[src/inc/ppoc_pkg.sv]
// Shared constants and carrier types for the output pin pair control block.
// Assumes a 32-bit Avalon-MM slave port with byte addresses and one clock.
package ppoc_pkg;

  // Register byte offsets on the slave port
  localparam logic [3:0] PPOC_OFS_PAIR_CTRL = 4'h0;
  localparam logic [3:0] PPOC_OFS_TIME_BASE = 4'h4;
  localparam logic [3:0] PPOC_OFS_FAULT_LIMIT = 4'h8;
  localparam logic [3:0] PPOC_OFS_STATUS = 4'hc;

  // Reset values
  localparam logic [15:0] PPOC_PAIR_CTRL_RESET = 16'h0000;
  localparam logic [15:0] PPOC_TIME_BASE_RESET = 16'h0000;
  localparam logic [15:0] PPOC_FAULT_LIMIT_RESET = 16'h0000;

  // Single-bit field positions
  localparam int unsigned PPOC_GLOBAL_ENABLE_BIT = 15;
  localparam int unsigned PPOC_INDEP_FAULT_BIT = 15;
  localparam int unsigned PPOC_STAT_PIN_HIGH_BIT = 0;
  localparam int unsigned PPOC_STAT_PIN_LOW_BIT = 1;
  localparam int unsigned PPOC_STAT_FAULT_BIT = 2;
  localparam int unsigned PPOC_STAT_LIMIT_BIT = 3;
  localparam int unsigned PPOC_STAT_PHASE_BIT = 4;

  // Pair output modes
  typedef enum logic [1:0] {
    PPOC_MODE_COMPLEMENTARY = 2'h0,
    PPOC_MODE_REDUNDANT = 2'h1,
    PPOC_MODE_PUSH_PULL = 2'h2,
    PPOC_MODE_INDEPENDENT = 2'h3
  } ppoc_mode_type;

  // Pair control register, bit 15 first
  typedef struct packed {
    logic high_side_ownership;
    logic low_side_ownership;
    logic high_side_polarity;
    logic low_side_polarity;
    ppoc_mode_type pair_output_mode;
    logic high_side_override_enable;
    logic low_side_override_enable;
    logic [1:0] override_data;
    logic [1:0] fault_pin_data;
    logic [1:0] current_limit_pin_data;
    logic swap;
    logic override_sync;
  } ppoc_pair_ctrl_type;

  // Avalon-MM request from the master
  typedef struct packed {
    logic read;
    logic write;
    logic [3:0] address;
    logic [3:0] byteenable;
    logic [31:0] writedata;
  } ppoc_avalon_req_type;

  // One value per pin of the pair
  typedef struct packed {
    logic high;
    logic low;
  } ppoc_pin_pair_type;

  // Protection inputs
  typedef struct packed {
    logic fault;
    logic current_limit;
  } ppoc_protect_type;

endpackage

[src/logic/ppoc_mode_mux.sv]
// Maps the generator signals onto the pin pair for the selected pair mode.
// Assumes the push-pull phase toggles once per modulation period.
`timescale 1ns/1ps
module ppoc_mode_mux (
  input wire ppoc_pkg::ppoc_mode_type i_mode,
  input wire ppoc_pkg::ppoc_pin_pair_type i_pwm,
  input wire logic i_push_pull_phase,
  output ppoc_pkg::ppoc_pin_pair_type o_pair
);
  import ppoc_pkg::*;

  // All four codes are legal, so no default is needed
  always_comb begin
    unique case (i_mode)
      PPOC_MODE_COMPLEMENTARY: begin
        o_pair.high = i_pwm.high;
        o_pair.low = ~i_pwm.high;
      end
      PPOC_MODE_REDUNDANT: begin
        o_pair.high = i_pwm.high;
        o_pair.low = i_pwm.high;
      end
      PPOC_MODE_PUSH_PULL: begin
        o_pair.high = i_pwm.high & i_push_pull_phase;
        o_pair.low = i_pwm.high & ~i_push_pull_phase;
      end
      PPOC_MODE_INDEPENDENT: begin
        o_pair.high = i_pwm.high;
        o_pair.low = i_pwm.low;
      end
    endcase
  end
endmodule

[src/logic/ppoc_pin_stage.sv]
// Output stage of one pin: ownership, forcing, override and polarity.
// Assumes all inputs are settled levels in the module clock domain.
`timescale 1ns/1ps
module ppoc_pin_stage (
  input wire logic i_ownership,
  input wire logic i_polarity,
  input wire logic i_override_enable,
  input wire logic i_override_data,
  input wire logic i_force,
  input wire logic i_force_data,
  input wire logic i_generator,
  input wire logic i_gpio,
  output logic o_pin_next
);
  // Forced state is the raw pin level, so polarity is not applied to it
  always_comb begin
    if (!i_ownership) begin
      o_pin_next = i_gpio;
    end else if (i_force) begin
      o_pin_next = i_force_data;
    end else if (i_override_enable) begin
      o_pin_next = i_override_data ^ i_polarity;
    end else begin
      o_pin_next = i_generator ^ i_polarity;
    end
  end
endmodule

[src/logic/ppoc_top.sv]
// Output pin pair control: register file on Avalon-MM and registered pins.
// Assumes generator, GPIO and protection inputs are synchronous to i_clk.
//
// The Avalon-MM register port and the register offsets were decided locally.
`timescale 1ns/1ps
module ppoc_top (
  input wire logic i_clk,
  input wire logic i_reset,
  input wire ppoc_pkg::ppoc_avalon_req_type i_avalon,
  input wire ppoc_pkg::ppoc_pin_pair_type i_pwm,
  input wire ppoc_pkg::ppoc_pin_pair_type i_gpio,
  input wire ppoc_pkg::ppoc_protect_type i_protect,
  input wire logic i_period_start,
  output logic [31:0] o_readdata,
  output logic o_waitrequest,
  output ppoc_pkg::ppoc_pin_pair_type o_pins,
  output logic o_modulator_global_enable
);
  import ppoc_pkg::*;

  typedef struct packed {
    ppoc_pair_ctrl_type ctrl;
    logic [15:0] time_base;
    logic [15:0] fault_limit;
    logic [31:0] readdata;
    logic waitrequest;
    logic phase;
    ppoc_pin_pair_type pins;
  } ppoc_state_type;

  ppoc_state_type state_reg;
  ppoc_state_type state_next;
  ppoc_pair_ctrl_type ctrl;
  ppoc_pin_pair_type mode_pair;
  logic indep_fault;
  logic force_high;
  logic force_low;
  logic pin_high_next;
  logic pin_low_next;
  logic request;
  logic [31:0] read_value;

  assign ctrl = state_reg.ctrl;
  assign request = i_avalon.read | i_avalon.write;

  // High-side forcing source depends on the fault mode select; the low side is always forced by fault
  assign indep_fault = state_reg.fault_limit[PPOC_INDEP_FAULT_BIT];
  assign force_high = indep_fault ? i_protect.current_limit : i_protect.fault;
  assign force_low = i_protect.fault;

  ppoc_mode_mux u_mode_mux (
    .i_mode(ctrl.pair_output_mode),
    .i_pwm(i_pwm),
    .i_push_pull_phase(state_reg.phase),
    .o_pair(mode_pair)
  );

  ppoc_pin_stage u_stage_high (
    .i_ownership(ctrl.high_side_ownership),
    .i_polarity(ctrl.high_side_polarity),
    .i_override_enable(ctrl.high_side_override_enable),
    .i_override_data(ctrl.override_data[1]),
    .i_force(force_high),
    .i_force_data(ctrl.fault_pin_data[1]),
    .i_generator(mode_pair.high),
    .i_gpio(i_gpio.high),
    .o_pin_next(pin_high_next)
  );

  ppoc_pin_stage u_stage_low (
    .i_ownership(ctrl.low_side_ownership),
    .i_polarity(ctrl.low_side_polarity),
    .i_override_enable(ctrl.low_side_override_enable),
    .i_override_data(ctrl.override_data[0]),
    .i_force(force_low),
    .i_force_data(ctrl.fault_pin_data[0]),
    .i_generator(mode_pair.low),
    .i_gpio(i_gpio.low),
    .o_pin_next(pin_low_next)
  );

  // Byte-lane merge of a 16-bit register with write data
  function automatic logic [15:0] merge16(input logic [15:0] old_value,
                                          input logic [31:0] wdata,
                                          input logic [3:0] lanes);
    logic [15:0] result;
    result = old_value;
    if (lanes[0]) begin
      result[7:0] = wdata[7:0];
    end
    if (lanes[1]) begin
      result[15:8] = wdata[15:8];
    end
    return result;
  endfunction

  // Read mux; unmapped offsets read as zero
  always_comb begin
    read_value = 32'h0000_0000;
    unique case (i_avalon.address)
      PPOC_OFS_PAIR_CTRL: begin
        read_value[15:0] = state_reg.ctrl;
      end
      PPOC_OFS_TIME_BASE: begin
        read_value[15:0] = state_reg.time_base;
      end
      PPOC_OFS_FAULT_LIMIT: begin
        read_value[15:0] = state_reg.fault_limit;
      end
      PPOC_OFS_STATUS: begin
        read_value[PPOC_STAT_PIN_HIGH_BIT] = state_reg.pins.high;
        read_value[PPOC_STAT_PIN_LOW_BIT] = state_reg.pins.low;
        read_value[PPOC_STAT_FAULT_BIT] = i_protect.fault;
        read_value[PPOC_STAT_LIMIT_BIT] = i_protect.current_limit;
        read_value[PPOC_STAT_PHASE_BIT] = state_reg.phase;
      end
      default: begin
        read_value = 32'h0000_0000;
      end
    endcase
  end

  // Next state: one wait state per access, then pin update
  always_comb begin
    state_next = state_reg;
    // Answer one cycle after the request shows, then drop back to waiting
    state_next.waitrequest = !(request && state_reg.waitrequest);
    if (request && state_reg.waitrequest) begin
      state_next.readdata = i_avalon.read ? read_value : 32'h0000_0000;
    end
    // Writes land only at the edge where waitrequest is seen low
    if (i_avalon.write && !i_avalon.read && !state_reg.waitrequest) begin
      unique case (i_avalon.address)
        PPOC_OFS_PAIR_CTRL: begin
          state_next.ctrl = ppoc_pair_ctrl_type'(merge16(state_reg.ctrl,
                                                         i_avalon.writedata,
                                                         i_avalon.byteenable));
        end
        PPOC_OFS_TIME_BASE: begin
          state_next.time_base = merge16(state_reg.time_base, i_avalon.writedata,
                                         i_avalon.byteenable);
        end
        PPOC_OFS_FAULT_LIMIT: begin
          state_next.fault_limit = merge16(state_reg.fault_limit, i_avalon.writedata,
                                           i_avalon.byteenable);
        end
        default: begin
          state_next.ctrl = state_reg.ctrl;
        end
      endcase
    end
    // Push-pull alternation advances once per period
    if (i_period_start && ctrl.pair_output_mode == PPOC_MODE_PUSH_PULL) begin
      state_next.phase = ~state_reg.phase;
    end
    state_next.pins.high = pin_high_next;
    state_next.pins.low = pin_low_next;
  end

  // State register; pins come straight from flops to avoid glitches
  always_ff @(posedge i_clk or posedge i_reset) begin
    if (i_reset) begin
      state_reg.ctrl <= ppoc_pair_ctrl_type'(PPOC_PAIR_CTRL_RESET);
      state_reg.time_base <= PPOC_TIME_BASE_RESET;
      state_reg.fault_limit <= PPOC_FAULT_LIMIT_RESET;
      state_reg.readdata <= 32'h0000_0000;
      state_reg.waitrequest <= 1'b1;
      state_reg.phase <= 1'b0;
      state_reg.pins <= 2'h0;
    end else begin
      state_reg <= state_next;
    end
  end

  assign o_readdata = state_reg.readdata;
  assign o_waitrequest = state_reg.waitrequest;
  assign o_pins = state_reg.pins;
  assign o_modulator_global_enable = state_reg.time_base[PPOC_GLOBAL_ENABLE_BIT];
endmodule

[config.mk]
export PLATFORM = sky130hd
export DESIGN_NAME = ppoc_top
export DESIGN_NICKNAME = d
export VERILOG_FILES = /design/src/inc/ppoc_pkg.sv /design/src/logic/ppoc_mode_mux.sv /design/src/logic/ppoc_pin_stage.sv /design/src/logic/ppoc_top.sv
export SDC_FILE = /design/constraint.sdc
export NUM_CORES = 1
export LEC_CHECK = 0
export ABC_AREA = 1
export BUFFER_PORTS_ARGS = -buffer_cell sky130_fd_sc_hd__buf_2
export CORE_ASPECT_RATIO = 1.75
export CORE_MARGIN = 1
export CORE_UTILIZATION = 40
export DETAILED_ROUTE_END_ITERATION = 6
export MAX_ROUTING_LAYER = met4
export PLACE_DENSITY = 0.64
export SYNTH_ARGS = -nofsm -noshare
export SYNTH_HDL_FRONTEND = slang
export SYNTH_HIERARCHICAL = 1
export SYNTH_SLANG_ARGS = --single-unit
export TNS_END_PERCENT = 30
[constraint.sdc]
create_clock -name i_clk -period 1.95 [get_ports i_clk]
set_input_delay 0.39 -clock i_clk [delete_from_list [all_inputs] [get_ports i_clk]]
set_output_delay 0.39 -clock i_clk [all_outputs]
set_load 0.01 [all_outputs]
; After elaboration in Yosys (flattened, before gate mapping)
; Index checks and enable logic that the tools add are counted.
[op_classes]
n_eq_ne = 6
muxes = 11
n_bitwise = 9
n_reduce_logical = 15
[ops]
columns = op, n
row1 = 11-bit case mux with 3 select lines, 1
row2 = 5-bit case mux with 4 select lines, 1
row3 = 3-bit AND reduction, 6
row4 = 16-bit two-way mux, 1
row5 = "4-bit equality test, second input constant", 2
row6 = 2-bit case mux with 4 select lines, 1
row7 = 1-bit two-way mux, 7
row8 = "2-bit equality test, second input constant", 2
row9 = "4-bit by 3-bit equality test with 1-bit output, second input constant", 1
row10 = 1-bit logical AND, 4
row11 = 4-bit logical NOT, 1
row12 = 1-bit bitwise XOR, 4
row13 = 1-bit logical NOT, 3
row14 = 1-bit AND, 2
row15 = "2-bit by 1-bit equality test with 1-bit output, second input constant", 1
row16 = 2-bit logical NOT, 1
row17 = 1-bit inverter, 2
row18 = 1-bit OR, 1
[word_totals]
regBits = 84
inputBits = 51
output_inout_bits = 36
word_cells = 62

; Longest topological paths before layout
[logic_depth]
depth_word = 7
ltp_mapped = 11
ltp_nobuf = 11

; Modules after synthesis
; Netlist, hierarchy kept.
[modules_own_cells]
columns = module, n_inst, cells_each, area_each_um2
row1 = ppoc_top, 1, 386, 3306.9
row2 = ppoc_pin_stage, 2, 18, 73.8
row3 = ppoc_mode_mux, 1, 16, 63.8

; Least setup slack after synthesis
; No wires, ideal clock.
[synth_timing]
path_kind = in2reg
startpoint = input port i_avalon[37] in the netlist's numbering
endpoint = register state_reg[36] in the netlist's numbering
arrival_time_ns = 1.234
path_slack_ns = 0.598
stages = 7
path_buffers = 1
cell_sequence = nor2_4 -> inv_2 -> nor3_2 -> nand2_2 -> buf_4 -> nand2_1 -> o21ai_2
[synth_via]
elab_chain_len = 2
[synth_lines]
columns = item, line
row1 = from (decl), ppoc_top.sv:9  ; input wire ppoc_pkg::ppoc_avalon_req_type i_avalon,
row2 = 4-bit equality test, ppoc_top.sv:133  ; unique case (i_avalon.address)
row3 = 3-bit AND reduction (no line), --
row4 = to (signal assigned), ppoc_top.sv:171  ; state_reg <= state_next;
row5 = to (decl), ppoc_top.sv:31  ; ppoc_state_type state_reg;
; No other way between the ends.
; A chain may end at the register's enable or synchronous reset.

; Worst setup path after layout
[layout_timing]
startpoint = register state_reg (netlist bit o_waitrequest)
endpoint = register, netlist name ctrl[9]
[layout_via]
elab_chain_len = 3
[layout_lines]
columns = item, line
row1 = 1-bit logical NOT, ppoc_top.sv:132  ; if (i_avalon.write && !i_avalon.read && !state_reg.waitrequest) begin
row2 = 1-bit logical AND, ppoc_top.sv:132
row3 = 3-bit AND reduction (no line), --
; No other way between the ends.

==> impl_metrics.toml <==
[outcome]
status = "finished, final reports clean"

[sta]
fin_worst_skew_ns = 0.00908
setup_slack_ns = 0.417
finalSetupTns_ns = 0
rsz0062_at_grt = "false"
layout_min_cycle_time_ns = 1.53
post-route-period-util_pct = 78.6
worst_pin_slew_ns = 0.660
setup_violations = 0
max_slew_margin_pct = 55.8
fmax_mhz = 652
finalHoldViolations = 0
maxSlewViolCount = 0

[clock_network]
cts_buffers = 9
cts_hold_buf = 0
cts_setup_buffers = 0
h-tree-depth = 3
clkLatencyLatePin_ns = 0.33
cts_tree = "yes"
cts.clk_slew.worst_paths_ns = 0.05
clockBufferDepth = 2
cts_resized = 0
cts.sinks = 68
cts_root_buf = "clkbuf_16"

[placement]
gp_congestion = 0.808
portBuffers = 52
hpwl_um = 5540
dp_cells = 578
place_ws_ns = 0.250

[detailed_routing]
post_drt_wl_per_cell_um = 13.0
drt-total-wl_um = 7740
dr.pass1.iters = 4
first_iter_violations = 200
viasPerCell = 4.81
drc = 0
antenna_left = 0
via_count = 2856

[global_routing]
grt_util_met2_pct = 32.1
use_met1_pct = 23.0
antenna_found_initial = 0
grt_pass1_wl_um = 13100
overflow = 0
use_met3_pct = 3.76
grt_pass1_vias = 2736
grt_max_degree = 69
grt.total_usage_pct = 19.5
top_usage_layer = "met2"

[logic_synthesis]
synth.most_common_cell = "nand2_1"
synthTopCellsByCount = "nand2_1 (126), nand3_1 (73), dfrtp_1 (67), inv_1 (38), buf_4 (36)"
netlist_top_cells_area = "dfrtp_1 (48%), nand2_1 (13%), nand3_1 (10%)"
yosys_register_bits = 68
ys_seq_area_share_pct = 48.4
synth_top_cell_by_area = "dfrtp_1"
syn_inst = 438
avgSynthCellArea_um2 = 8.03
netlist_area_um2 = 3520
synth_edf_count = 0
synth.top_cell.area_share_pct = 47.7
synth_cell_types = 23
async_flop_share_pct = 100
synth_ff_type = "dfrtp_1"
yosysWarningCount = 6

[cells_and_area]
drive_gt1_share_pct = 22.3
area_growth_pct = 14.3
largest_register_ffs = 31
finish.net_count = 525
diodes = 0
layoutNonFillerInstCount = 594
final_util_pct = 47.8

[floorplan]
row_count = 44
chipWidth_um = 72.9
pin_count = 87
start_util_pct = 41.8
core_area_um2 = 8420
dieArea_um2 = 9190
die_h_um = 126

[power_and_ir_drop]
leakagePower_nw = 2.15
ir_drop_mv = 0.522
power.density_nw_per_um2 = 884

[hold_path]
hold_class = "input port to asynchronous set/reset pin"

[setup_path]
cp.arrival_ns = 1.73
crit_type = "flop to flop"
r2r_slack_ns = 0.42
end_kind = "flop"
cp_max_fo = 16
start_kind = "flop"
cp.required_ns = 2.14

[flow_run]
cap_violations = 0
-- report_power, final --
part	switching (W)	internal, W
Clock	0.000543	0.00106
Sequential	0.0000769	0.00151
Combinational	0.000235	0.000133
Total	0.000855	0.00270
-- layout make-up --
class,instances,area [µm²]
Fill cell,857,4400
Clock buffer,14,264
Tap cell,115,144
Sequential cell,68,1700
Timing Repair Buffer,60,333
Multi-Input combinational cell,292,1380
Clock inverter,2,35.0
Inverter,43,165
-- worst paths after layout --
| check | cells past startpoint | endpoint | from |
|---|---|---|---|
| setup reg to reg | 6 | ctrl[9]$_DFFE_PP0P_ | o_waitrequest$_DFF_PP1_ |
| max in group asynchronous | 3 | o_waitrequest$_DFF_PP1_ | i_reset |
| setup / recovery | 6 | ctrl[9]$_DFFE_PP0P_ | o_waitrequest$_DFF_PP1_ |
| hold reg to reg | 2 | o_readdata[7]$_DFFE_PP0P_ | o_readdata[7]$_DFFE_PP0P_ |
| min in group i_clk | 3 | o_pins[0]$_DFF_PP0_ | i_gpio[0] |
| hold / removal | 3 | o_readdata[12]$_DFFE_PP0P_ | i_reset |
-- stage by stage --
stage               total power (W)  cell area [µm²]  hold WS (ns)
floorplan                   0.00188             3580         0.450
global placement            0.00197             3720         0.461
detailed placement          0.00199             3720         0.459
CTS                         0.00360             4020         0.165
global route                0.00373             4020         0.181
finish                      0.00356             4020         0.146
-- cell usage in the layout (no fill, tap or decap), drive strengths merged, types with 3 or more instances in the layout --
cell      n
buf      60
nand3    73
nand2   130
nor3      3
clkinv    3
dfrtp    67
inv      40
nor2     12
clkbuf   14
o21ai    54
conb     16
-- metal layers --
layer / routed length [µm] / up-vias / share of wire [%]
li1: - / 1432 / -
met1: 3180 / 1330 / 41
met2: 4010 / 85 / 52
met3: 382 / 9 / 4.9
met4: 158 / 0 / 2.0
met5: 0 / - / 0
-- cell families (layout without fill, tap and decap cells) --
| kind of cell | count (synthesis) | after routing | synth area share, % |
|---|---|---|---|
| and+or+nand+nor | 219 | 219 | 27.4 |
| other | 1 | 16 | 0.107 |
| muxes | 1 | 1 | 0.320 |
| buffers and inverters | 93 | 119 | 14.0 |
| DFF | 68 | 68 | 48.4 |
| xor gates and xnor gates | 1 | 1 | 0.249 |
| AOI/OAI and AO/OA | 55 | 55 | 9.53 |
-- critical path, cell delays in order, from the launching register on --
cell	delay, ns
dfstp_2	0.38
inv_1	0.05
nand3b_1	0.09
nor2_1	0.26
nand2_1	0.40
nand2_1	0.16
o21ai_1	0.08
No activity file was read; power rests on OpenSTA's default activity.
